--- src/core/mmt_regs_regs.vh ---
`ifndef MMT_REGS_REGS_VH
`define MMT_REGS_REGS_VH
// register word offsets (byte addresses)
`define MMT_OFS_START_A   8'h00
`define MMT_OFS_START_B   8'h04
`define MMT_OFS_IRQ_STAT  8'h08
`define MMT_OFS_IRQ_MASK  8'h0c
`define MMT_OFS_MODE_A    8'h10
`define MMT_OFS_OS_TRIG   8'h30
`define MMT_OFS_COUNT_A   8'h40
`define MMT_OFS_MODE_B    8'h60
`define MMT_OFS_COUNT_B   8'h80
// channel counts
`define MMT_NUM_A         5
`define MMT_NUM_B         6
// timer_a_mode_register fields
`define MMT_AM_MODE_LSB   0
`define MMT_AM_UP         2
`define MMT_AM_EXT        3
`define MMT_AM_WIDTH      4
// timer A operating modes
`define MMT_MODE_TMR      2'h0
`define MMT_MODE_EVT      2'h1
`define MMT_MODE_OS       2'h2
`define MMT_MODE_PWM      2'h3
// timer_b_mode_register: bit 0 selects event counting
`define MMT_BM_EVT        0
// count-start register split: B0..B1 share register A
`define MMT_SA_B_LSB      5
`define MMT_SB_B_LSB      2
// reset values and special readbacks
`define MMT_RST_CNT       16'h0000
`define MMT_RD_RELOAD     16'hffff
`define MMT_RD_OVF        16'h0000
// internal count source divide ratio in mclk cycles
`define MMT_PRESCALE      8
`endif

--- src/core/mmt_timer.v ---
// Contract
// - after reset all channels idle; a channel counts only once its run bit is 1
// - A timer count readable while running; reload read gives ffff; stopped write reads back
// - A event count reads ffff at underflow reload and 0000 at overflow
// - one-shot stop halts counter, copies reload into counter, output low
// - one-shot stop sets interrupt flag one clock later
// - one-shot output follows count source; external trigger lags at most one tick
// - selecting one-shot from timer or event mode sets interrupt flag
// - retrigger while running: count down once, reload, keep counting
// - selecting PWM from timer or event mode sets interrupt flag
// - PWM stop while output high: stop, output low, set interrupt flag
// - PWM stop while output low: stop, output and flag unchanged
// - B count readable while running; reload read gives ffff; stopped write reads back
// - B run bits held across the two count-start registers; 1 starts
//
// Decided for this implementation: the placing of the registers and the APB register port.
`include "mmt_regs_regs.vh"
module mmt_timer #(
	parameter PRESCALE = `MMT_PRESCALE
)(
	input  wire        mclk,
	input  wire        sys_rst,
	input  wire        psel,
	input  wire        penable,
	input  wire        pwrite,
	input  wire [7:0]  paddr,
	input  wire [31:0] pwdata,
	output wire [31:0] prdata,
	output wire        pready,
	output wire        pslverr,
	input  wire [4:0]  event_in_a,
	input  wire [4:0]  trigger_input_a,
	input  wire [5:0]  event_in_b,
	output wire [4:0]  pulse_output_a,
	output wire        irq
);
	localparam NA = `MMT_NUM_A;
	localparam NB = `MMT_NUM_B;
	localparam NI = NA + NB;

	reg [15:0] a_cnt_ff [0:NA-1];
	reg [15:0] a_rel_ff [0:NA-1];
	reg [3:0]  a_mode_ff [0:NA-1];
	reg [15:0] b_cnt_ff [0:NB-1];
	reg [15:0] b_rel_ff [0:NB-1];
	reg        b_mode_ff [0:NB-1];
	reg [NA-1:0] run_bit_a;
	reg [NB-1:0] run_bit_b;
	reg [NA-1:0] out_ff;
	reg [NA-1:0] os_act_ff;
	reg [NA-1:0] os_trg_ff;
	reg [NA-1:0] os_retrig_ff;
	reg [NA-1:0] os_stop_ff;
	reg [NA-1:0] ev_a_ff;
	reg [NA-1:0] tg_a_ff;
	reg [NB-1:0] ev_b_ff;
	reg [NI-1:0] stat_ff;
	reg [NI-1:0] mask_ff;
	reg [31:0]   prdata_ff;
	reg [7:0]    div_ff;
	reg          tick_ff;

	reg [NA-1:0] nxt_run_a;
	reg [NB-1:0] nxt_run_b;
	reg [NA-1:0] a_ev;
	reg [NA-1:0] a_rld;
	reg [NA-1:0] a_ovf;
	reg [NA-1:0] a_trg;
	reg [NB-1:0] b_ev;
	reg [NB-1:0] b_rld;
	reg [NI-1:0] irq_set;
	reg [31:0]   rd_val;
	reg          rd_hit;
	reg [1:0]    m;
	reg [1:0]    nm;
	integer      i;

	wire       wr  = psel & penable & pwrite;
	wire       rd  = psel & ~penable & ~pwrite;
	wire [5:0] idx = paddr[7:2];

	// word index of a register group base
	function [5:0] fn_idx;
		input [7:0] ofs;
		begin
			fn_idx = ofs[7:2];
		end
	endfunction

	// wrapping decrement kept at counter width (0000 gives ffff)
	function [15:0] fn_dec;
		input [15:0] v;
		begin
			fn_dec = v - 16'h0001;
		end
	endfunction

	// zero-wait slave: every access completes in one access cycle
	assign pready  = 1'b1;
	assign pslverr = psel & penable & ~rd_hit;
	assign prdata  = prdata_ff;
	assign pulse_output_a = out_ff;
	assign irq     = |(stat_ff & mask_ff);

	// run bits after a start-register write; B bits span both registers
	always @*
	begin
		nxt_run_a = run_bit_a;
		nxt_run_b = run_bit_b;
		if (wr && idx == fn_idx(`MMT_OFS_START_A))
		begin
			nxt_run_a = pwdata[NA-1:0];
			nxt_run_b[1:0] = pwdata[`MMT_SA_B_LSB +: 2];
		end
		if (wr && idx == fn_idx(`MMT_OFS_START_B))
			nxt_run_b[NB-1:2] = pwdata[`MMT_SB_B_LSB +: 4];
	end

	// per-channel count events, reloads and interrupt sources
	// own loop index, so no process shares a driver on it
	always @*
	begin : ev_comb
		integer i;
		i = 0;
		irq_set = {NI{1'b0}};
		m  = 2'h0;
		nm = 2'h0;
		for (i = 0; i < NA; i = i + 1)
		begin
			m = a_mode_ff[i][1:0];
			nm = pwdata[1:0];
			a_ev[i] = run_bit_a[i] & ((m == `MMT_MODE_EVT) ?
				(event_in_a[i] & ~ev_a_ff[i]) : tick_ff);
			a_trg[i] = (wr && idx == fn_idx(`MMT_OFS_OS_TRIG) && pwdata[i]) |
				(a_mode_ff[i][`MMT_AM_EXT] & trigger_input_a[i] & ~tg_a_ff[i]);
			a_ovf[i] = a_ev[i] & (m == `MMT_MODE_EVT) &
				a_mode_ff[i][`MMT_AM_UP] & (a_cnt_ff[i] == 16'hffff);
			a_rld[i] = a_ovf[i] | (a_ev[i] & (a_cnt_ff[i] == 16'h0000) &
				((m == `MMT_MODE_TMR) || ((m == `MMT_MODE_EVT) &&
				!a_mode_ff[i][`MMT_AM_UP])));
			irq_set[i] = a_rld[i] | os_stop_ff[i];
			// one-shot expiry and PWM end of high phase
			if (tick_ff && run_bit_a[i] && out_ff[i] &&
				a_cnt_ff[i] == 16'h0000 && !os_retrig_ff[i])
				irq_set[i] = 1'b1;
			// stopping PWM while high raises the flag, low leaves it
			if (m == `MMT_MODE_PWM && run_bit_a[i] && !nxt_run_a[i] &&
				out_ff[i])
				irq_set[i] = 1'b1;
			// entering a pulse mode from a counting mode
			if (wr && idx == fn_idx(`MMT_OFS_MODE_A) + i[5:0] &&
				!m[1] && nm[1])
				irq_set[i] = 1'b1;
		end
		for (i = 0; i < NB; i = i + 1)
		begin
			b_ev[i] = run_bit_b[i] & (b_mode_ff[i] ?
				(event_in_b[i] & ~ev_b_ff[i]) : tick_ff);
			b_rld[i] = b_ev[i] & (b_cnt_ff[i] == 16'h0000);
			irq_set[NA+i] = b_rld[i];
		end
	end

	// read mux; a read that meets a timer- or event-mode reload shows the marker value
	always @*
	begin : rd_comb
		integer i;
		i = 0;
		rd_val = 32'h0000_0000;
		rd_hit = 1'b1;
		if (idx == fn_idx(`MMT_OFS_START_A))
			rd_val = {25'h0, run_bit_b[1:0], run_bit_a};
		else if (idx == fn_idx(`MMT_OFS_START_B))
			rd_val = {26'h0, run_bit_b[NB-1:2], 2'h0};
		else if (idx == fn_idx(`MMT_OFS_IRQ_STAT))
			rd_val = {21'h0, stat_ff};
		else if (idx == fn_idx(`MMT_OFS_IRQ_MASK))
			rd_val = {21'h0, mask_ff};
		else if (idx == fn_idx(`MMT_OFS_OS_TRIG))
			rd_val = 32'h0000_0000;
		else
			rd_hit = 1'b0;
		for (i = 0; i < NA; i = i + 1)
		begin
			if (idx == fn_idx(`MMT_OFS_MODE_A) + i[5:0])
			begin
				rd_val = {28'h0, a_mode_ff[i]};
				rd_hit = 1'b1;
			end
			if (idx == fn_idx(`MMT_OFS_COUNT_A) + i[5:0])
			begin
				rd_hit = 1'b1;
				if (a_ovf[i])
					rd_val = {16'h0, `MMT_RD_OVF};
				else if (a_rld[i])
					rd_val = {16'h0, `MMT_RD_RELOAD};
				else
					rd_val = {16'h0, a_cnt_ff[i]};
			end
		end
		for (i = 0; i < NB; i = i + 1)
		begin
			if (idx == fn_idx(`MMT_OFS_MODE_B) + i[5:0])
			begin
				rd_val = {31'h0, b_mode_ff[i]};
				rd_hit = 1'b1;
			end
			if (idx == fn_idx(`MMT_OFS_COUNT_B) + i[5:0])
			begin
				rd_hit = 1'b1;
				rd_val = {16'h0, b_rld[i] ? `MMT_RD_RELOAD : b_cnt_ff[i]};
			end
		end
	end

	// count source divider, bus registers and interrupt status
	always @(posedge mclk)
	begin
		if (sys_rst)
		begin
			div_ff    <= 8'h00;
			tick_ff   <= 1'b0;
			prdata_ff <= 32'h0000_0000;
			stat_ff   <= {NI{1'b0}};
			mask_ff   <= {NI{1'b0}};
			run_bit_a <= {NA{1'b0}};
			run_bit_b <= {NB{1'b0}};
		end
		else
		begin
			tick_ff <= (div_ff == PRESCALE - 1);
			div_ff  <= (div_ff == PRESCALE - 1) ? 8'h00 : div_ff + 8'h01;
			if (rd)
				prdata_ff <= rd_val;
			if (wr && idx == fn_idx(`MMT_OFS_IRQ_MASK))
				mask_ff <= pwdata[NI-1:0];
			// a new event beats a simultaneous write-one clear
			if (wr && idx == fn_idx(`MMT_OFS_IRQ_STAT))
				stat_ff <= (stat_ff & ~pwdata[NI-1:0]) | irq_set;
			else
				stat_ff <= stat_ff | irq_set;
			run_bit_a <= nxt_run_a;
			run_bit_b <= nxt_run_b;
		end
	end

	// channel counters
	always @(posedge mclk)
	begin
		if (sys_rst)
		begin
			out_ff       <= {NA{1'b0}};
			os_act_ff    <= {NA{1'b0}};
			os_trg_ff    <= {NA{1'b0}};
			os_retrig_ff <= {NA{1'b0}};
			os_stop_ff   <= {NA{1'b0}};
			ev_a_ff      <= {NA{1'b0}};
			tg_a_ff      <= {NA{1'b0}};
			ev_b_ff      <= {NB{1'b0}};
			for (i = 0; i < NA; i = i + 1)
			begin
				a_cnt_ff[i]  <= `MMT_RST_CNT;
				a_rel_ff[i]  <= `MMT_RST_CNT;
				a_mode_ff[i] <= 4'h0;
			end
			for (i = 0; i < NB; i = i + 1)
			begin
				b_cnt_ff[i]  <= `MMT_RST_CNT;
				b_rel_ff[i]  <= `MMT_RST_CNT;
				b_mode_ff[i] <= 1'b0;
			end
		end
		else
		begin
			ev_a_ff    <= event_in_a;
			tg_a_ff    <= trigger_input_a;
			ev_b_ff    <= event_in_b;
			os_stop_ff <= {NA{1'b0}};
			for (i = 0; i < NA; i = i + 1)
			begin
				// software stops channel before mode writes
				if (wr && idx == fn_idx(`MMT_OFS_MODE_A) + i[5:0])
					a_mode_ff[i] <= pwdata[3:0];
				if (wr && idx == fn_idx(`MMT_OFS_COUNT_A) + i[5:0])
				begin
					a_rel_ff[i] <= pwdata[15:0];
					if (!run_bit_a[i])
						a_cnt_ff[i] <= pwdata[15:0];
				end
				if (a_trg[i])
					os_trg_ff[i] <= 1'b1;
				if (run_bit_a[i] && !nxt_run_a[i])
				begin
					os_act_ff[i]    <= 1'b0;
					os_trg_ff[i]    <= 1'b0;
					os_retrig_ff[i] <= 1'b0;
					if (a_mode_ff[i][1:0] == `MMT_MODE_OS)
					begin
						a_cnt_ff[i]   <= a_rel_ff[i];
						out_ff[i]     <= 1'b0;
						os_stop_ff[i] <= 1'b1;
					end
					else if (a_mode_ff[i][1:0] == `MMT_MODE_PWM)
						out_ff[i] <= 1'b0;
				end
				else if (!run_bit_a[i] && nxt_run_a[i])
				begin
					a_cnt_ff[i] <= a_rel_ff[i];
					// PWM opens with its high phase
					if (a_mode_ff[i][1:0] == `MMT_MODE_PWM)
						out_ff[i] <= 1'b1;
				end
				else if (!run_bit_a[i])
				begin
					// stopped: hold everything
				end
				else if (a_mode_ff[i][1:1] == 1'b0)
				begin
					if (a_rld[i])
						a_cnt_ff[i] <= a_rel_ff[i];
					else if (a_ev[i] && a_mode_ff[i][`MMT_AM_UP] &&
						a_mode_ff[i][1:0] == `MMT_MODE_EVT)
						a_cnt_ff[i] <= a_cnt_ff[i] + 16'h0001;
					else if (a_ev[i])
						a_cnt_ff[i] <= fn_dec(a_cnt_ff[i]);
				end
				else if (tick_ff)
				begin
					// pulse modes act only on count-source ticks
					if (a_mode_ff[i][1:0] == `MMT_MODE_OS)
					begin
						os_trg_ff[i] <= a_trg[i];
						if (os_retrig_ff[i])
						begin
							a_cnt_ff[i]     <= a_rel_ff[i];
							os_retrig_ff[i] <= 1'b0;
						end
						else if (os_act_ff[i] && a_cnt_ff[i] == 16'h0000)
						begin
							os_act_ff[i] <= 1'b0;
							out_ff[i]    <= 1'b0;
							a_cnt_ff[i]  <= a_rel_ff[i];
						end
						else if (os_act_ff[i])
						begin
							a_cnt_ff[i]     <= fn_dec(a_cnt_ff[i]);
							os_retrig_ff[i] <= os_trg_ff[i];
						end
						else if (os_trg_ff[i])
						begin
							os_act_ff[i] <= 1'b1;
							out_ff[i]    <= 1'b1;
						end
					end
					else if (a_cnt_ff[i] == 16'h0000)
					begin
						// high phase lasts reload+1 ticks, low phase counts down from the inverted reload
						out_ff[i]   <= ~out_ff[i];
						a_cnt_ff[i] <= out_ff[i] ? ~a_rel_ff[i] : a_rel_ff[i];
					end
					else
						a_cnt_ff[i] <= fn_dec(a_cnt_ff[i]);
				end
			end
			for (i = 0; i < NB; i = i + 1)
			begin
				if (wr && idx == fn_idx(`MMT_OFS_MODE_B) + i[5:0])
					b_mode_ff[i] <= pwdata[`MMT_BM_EVT];
				if (wr && idx == fn_idx(`MMT_OFS_COUNT_B) + i[5:0])
				begin
					b_rel_ff[i] <= pwdata[15:0];
					if (!run_bit_b[i])
						b_cnt_ff[i] <= pwdata[15:0];
				end
				if (!run_bit_b[i] && nxt_run_b[i])
					b_cnt_ff[i] <= b_rel_ff[i];
				else if (b_rld[i])
					b_cnt_ff[i] <= b_rel_ff[i];
				else if (b_ev[i])
					b_cnt_ff[i] <= fn_dec(b_cnt_ff[i]);
			end
		end
	end
endmodule

--- config.mk ---
export PLATFORM = sky130hd
export DESIGN_NAME = mmt_timer
export DESIGN_NICKNAME = d
export VERILOG_FILES = /design/src/core/mmt_timer.v
export VERILOG_INCLUDE_DIRS = /design/src /design/src/core
export SDC_FILE = /design/constraint.sdc
export NUM_CORES = 2
export LEC_CHECK = 0
export ABC_AREA = 1
export BUFFER_PORTS_ARGS = -buffer_cell sky130_fd_sc_hd__buf_2
export CAP_MARGIN = 15
export CORE_UTILIZATION = 40
export CTS_CLUSTER_SIZE = 8
export DETAILED_ROUTE_END_ITERATION = 7
export PLACE_DENSITY = 0.54
export RECOVER_POWER = 50
export SLEW_MARGIN = 40
export SYNTH_ARGS = -nofsm -noshare
export SYNTH_HDL_FRONTEND = slang
export SYNTH_SLANG_ARGS = --single-unit
--- constraint.sdc ---
create_clock -name mclk -period 3.1 [get_ports mclk]
set_input_delay 0.155 -clock mclk [delete_from_list [all_inputs] [get_ports mclk]]
set_output_delay 0.155 -clock mclk [all_outputs]
set_load 0.005 [all_outputs]
* Yosys cells after proc, flatten, opt, wreduce, memory -nomap -nowiden
Memories as Yosys holds them, arrays and structs flattened. Cells that the tools add are included.
Cells by class: reductions and logical operators 208, muxes and demuxes 919, add/subtract/negate cells 17, bitwise gates (word level) 228, equality and inequality tests 72
Operators by type and width (count):
- 16-bit two-way mux | 111
- 1-bit two-way mux | 773
- 32-bit two-way mux | 22
- 16-bit zero test | 11
- 16-bit by 1-bit subtractor with 16-bit output, second input constant | 11
- 1-bit OR | 116
- 1-bit logical AND | 113
- 16-bit by 1-bit adder with 16-bit output, second input constant | 5
- 16-bit equality test, second input constant | 5
- 16-bit NOT | 5
- 1-bit AND | 68
- 6-bit by 5-bit equality test with 1-bit output, second input constant | 11
- 11-bit two-way mux | 5
- 9-bit AND reduction | 5
- 3-bit nonzero test | 15
- 5-bit by 3-bit != test with 1-bit output, second input constant | 8
- 6-bit equality test, second input constant | 6
- 1-bit NOT | 34
- 1-bit zero test | 31
- 6-bit AND reduction | 5
- 5-bit AND reduction | 5
- 6-bit by 3-bit equality test with 1-bit output, second input constant | 4
- 4-bit two-way mux | 6
- 11-bit AND | 2
- 23 further kinds | 67
Word-level totals: word-level logic and storage cells 1481, bits in writable memories 378, bits in registers 115, memories kept 6
Memories:
- b_cnt_ff | depth 6, width 16, read ports 6, clocked after memory_dff 0, write ports 6, RTL line mmt_timer.v:44 | reg [15:0] b_cnt_ff [0:NB-1];
- b_rel_ff | depth 6, width 16, read ports 6, clocked after memory_dff 0, write ports 6, RTL line mmt_timer.v:45 | reg [15:0] b_rel_ff [0:NB-1];
- a_cnt_ff | depth 5, width 16, read ports 5, clocked after memory_dff 0, write ports 5, RTL line mmt_timer.v:41 | reg [15:0] a_cnt_ff [0:NA-1];
- a_rel_ff | depth 5, width 16, read ports 5, clocked after memory_dff 0, write ports 5, RTL line mmt_timer.v:42 | reg [15:0] a_rel_ff [0:NA-1];
- a_mode_ff | depth 5, width 4, read ports 5, clocked after memory_dff 0, write ports 5, RTL line mmt_timer.v:43 | reg [3:0] a_mode_ff [0:NA-1];
- b_mode_ff | depth 6, width 1, read ports 6, clocked after memory_dff 0, write ports 6, RTL line mmt_timer.v:46 | reg b_mode_ff [0:NB-1];

* Depth between registers and ports, before layout
word-level depth 31, gate-level depth with buffers 28, mapped depth without buffers 28

* Worst setup path after synthesis
No wires, ideal clock.
path type register to register, from memory a_cnt_ff[4][0], to memory a_cnt_ff[4][0], enable pin, arrival time 2.712 ns, path slack -0.028 ns, setup time 0.416 ns, stages on the path, launching flop included 18, clock period less this slack 3.128 ns, required time 2.684 ns, path through edfxtp_1 -> inv_1 -> ha_1 -> nand2_1 -> nor2_2 -> nand3_2 -> nor3_2 -> nand2_1 -> nor2_2 -> nand3_2 -> nor2_4 -> nor2_2 -> nand2_2 -> nand2_1 -> nor3_2 -> nand3_2 -> inv_2 -> nand3_1
RTL lines (RTL line):
- start, declared | mmt_timer.v:41

==> summary.md <==
| Metric | Value |
|---|---|
| CP arrival | 3.58 ns |
| Share of the synthesized area in the top cell type | 0.336 |
| Warnings from Yosys | 0 |
| Final worst clock skew | 0.0374 ns |
| First DRT Iteration DRCs | 4449 |
| Maximum ir drop on the vdd rail | about 0.32 mV |
| Core box area | 0.0837 mm^2 |
| Wire length reported by the detailed router | 154000 um |
| PortBufs | 65 |
| Antenna violations before repair | 10 |
| CTS clock-pin slew for the worst setup and hold paths | approximately 0.050 ns |
| Net count reported at finish | between 5000 and 6000 |
| Core Rows | around 110 |
| Critical Path Sink Type | flip-flop |
| Kind of path behind the tightest hold check | in2reg |
| Core occupancy in the finished layout | 0.526 |
| Top_reg_cell synth | edfxtp_1 |
| Starting density of the core | 0.404 |
| Power per standard cell area | 385 mW/mm^2 |
| Number of I/O pins | 101 |
| Synthesized instance count | approximately 4600 |
| Via count of the first global-routing pass | roughly 33000 |
| Leak | 18.6 nW |
| Pins Over Slew Limit | 42 |
| Required time of the critical path | 3.48 ns |
| Hold Violations, Final | 0 |
| Flop and latch count out of synthesis | 477 |
| Largest cells by area after synthesis | edfxtp_1 (34%), nand2_1 (8.7%), o21ai_0 (6.8%), nor2_1 (6.1%), dfxtp_1 (5.9%) |
| Final setup vio count | between 90 and 100 |
| Normalized max-slew margin | -0.109 |
| Detailed-route via count | between 30000 and 40000 |
| Slack of the critical path | -0.0995 ns |
| Final worst path period share | 1.03 |
| Overall overflow remaining after global route | 0 |
| Die span in x | 293 um |
| Clock latency at the later pin of the worst-skew pair | around 0.66 ns |
| Total standard cell area after synthesis | 0.0338 mm^2 |
| Total iterations of the first detailed-routing run | 6 |
| Final min period | 3.20 ns |
| Number of buffers on the longest clock path | 3 |
| Number of levels in the clock H-tree | 3 |
| Sequential cell area fraction in the yosys report | 0.394 |
| Violated checks | capacitance limit, slew limit, setup timing |
| Count of cell types in the netlist | 67 |
| Number of buffers inserted during clock tree synthesis | 71 |
| Filler cell count in the final layout | 8270 |
| Clock sink count | approximately 480 |
| Overall fraction of global-route tracks in use | 0.347 |
| Routed vias/inst | 5.68 |
| Area leader, netlist | edfxtp_1 |
| Number of remaining DRC errors | 0 |
| First-pass GRT wire length | 220000 um |
| Number of flops mapped to enable cells by yosys | 378 |
| Post-Place Cells | 6221 |
| Pre-CTS setup slack | -0.429 ns |
| Final instance area | 0.0441 mm^2 |
| Most used standard cell by instance count after synthesis | nand2_1 |
| Layout-stage area growth over the synthesis result | 30.3% |
| Fraction of final layout cells sized beyond drive strength 1 | 0.232 |
| Worst Path Class, Setup | reg2reg |
| Maximum number of pins on one net before global-route repair | 36 |
| Dpl cell area | 0.0399 mm^2 |
| HPWL after DPL | 114000 um |
| Synthesized area per cell | 7.39 um^2 |
| Type of element launching the critical path | flip-flop |
| Root buffer cell | clkbuf_16 |
| Max Fanout on Critical Path | 7 |
| Most frequent cells after synthesis | nand2_1 (787), nor2_1 (551), inv_1 (471) |
| Setup repair after global routing missed its margin | true |
| Fmax | between 0.3 and 0.4 GHz |
| Final weighted congestion in routability-driven placement | 1.02 |
| Per-cell routed wire length | about 24 um |
| Antenna-violating nets left | 0 |
| Result of the run | finished with violations |
| Async SR Flop Fraction | 0 |
| Slew at the pin closest to its max-slew limit | between 1.5 and 2 ns |
| TritonCTS clock tree | yes |
| Power after layout | 0.0170 W |
| Cell Count, Final, Fillers Out | around 6400 |
| Die height | 293 um |
| Max Cap Violations | 2 |
| Die outline area | ~0.086 mm^2 |
## final cells by class
type / count / area [um^2] / area share
antenna: 8 / 20.0 / 0.000454
clock buffer: 119 / 2000 / 0.0454
clock inverter: 8 / 148 / 0.00335
inverter: 522 / 2000 / 0.0454
multi-input combinational: 3357 / 18800 / 0.426
sequential: 477 / 13300 / 0.303
tap: 1134 / 1420 / 0.0322
timing repair buffer: 820 / 6360 / 0.144
timing repair inverter: 2 / 15.0 / 0.000341
## flip-flops by register name, indices dropped and copies added (netlist names), 8 cells and up
name,cells
div_ff,8
b_rel_ff,96
a_rel_ff,80
mask_ff,11
prdata,16
a_mode_ff,20
b_cnt_ff,96
stat_ff,11
a_cnt_ff,80
## layer usage
layer	track usage	wire length, um
met2	0.520	66100
met1	0.491	66600
met5	0	0
met4	0.138	6310
met3	0.0651	15100
## power breakdown
part	internal, W	switching, W	total [W]	leakage [nW]
Sequential	0.00716	0.000200	0.00736	4.54
Clock	0.00442	0.00328	0.00770	1.02
Combinational	0.000646	0.00127	0.00191	13.0
## path summary, 6_finish.rpt
path | slack, ns | cells past startpoint | endpoint | start
worst min register to register | 0.45 | 1 | div_ff[0]$_SDFF_PP0_ | div_ff[0]$_SDFF_PP0_
worst max register to register | -0.1 | 20 | a_cnt_ff[0][13]$_SDFFCE_PP0P_ | a_cnt_ff[0][0]$_SDFFCE_PP0P_
worst max-delay path | -0.1 | 20 | a_cnt_ff[0][13]$_SDFFCE_PP0P_ | a_cnt_ff[0][0]$_SDFFCE_PP0P_
worst min-delay path | 0.09 | 3 | run_bit_a[3]$_SDFF_PP0_ | pwdata[3]
## worst max-delay path, cell delays in order, from the launching register on
cell       delay (ns)
edfxtp_1         0.43
ha_2             0.22
nand2_2          0.10
nor2_4           0.06
nand3_4          0.07
nor2_4           0.05
nand3_4          0.09
buf_6            0.13
nand2_2          0.08
buf_4            0.14
nand2_1          0.05
nand2_1          0.04
nand2_1          0.10
nand2_2          0.12
nor4_4           0.32
buf_4            0.18
and3_4           0.29
nand2_8          0.14
clkbuf_16        0.21
o21ai_2          0.07
a21oi_2          0.04
## timing repair
item / CTS / global route
endpoints found under the setup margin: 108 / 186
hold buffers: 20 / 0
pin swaps: 14 / 119
setup buffers: 19 / 43
gates cloned: 1 / 10
gates resized for setup: 71 / 380
hold endpoints to repair: 25 / 0
## stage by stage
step,hold WS (ns),TNS (ns)
after floorplan,0.262,0
after detailed placement,0.378,-22.83
after CTS,0.0510,-0.227
after global placement,0.370,-21.16
after global routing,0.0598,-18.94
final,0.0879,-4.77
## cells in the final DEF (no fill, tap or decap), types with 23 or more instances in the layout
| cell | n |
|---|---|
| nand3_1 | 206 |
| nand2_2 | 59 |
| o22ai_1 | 30 |
| o21ai_0 | 379 |
| edfxtp_1 | 378 |
| clkbuf_1 | 94 |
| buf_6 | 23 |
| nand2_1 | 730 |
| a31oi_1 | 42 |
| buf_4 | 641 |
| nor3_1 | 95 |
| o211ai_1 | 132 |
| a21oi_1 | 352 |
| clkbuf_16 | 76 |
| dfxtp_1 | 99 |
| nor2_4 | 26 |
| inv_2 | 45 |
| nor2_2 | 28 |
| nor2_1 | 526 |
| o21ai_1 | 64 |
| buf_2 | 53 |
| nand4_1 | 62 |
| xor2_1 | 218 |
| inv_1 | 451 |
| nor3_2 | 27 |
| o21ai_2 | 62 |
| a21oi_2 | 37 |
## cells by family after synthesis
logic type | synth area share
adders and majority gates | 0.00851
buffers and inverters | 0.0890
AOI/OAI and AO/OA | 0.206
other | 0.000222
xor gates and xnor gates | 0.0622
DFF | 0.394
and+or+nand+nor | 0.240
No activity file was read; power rests on OpenSTA's default activity.
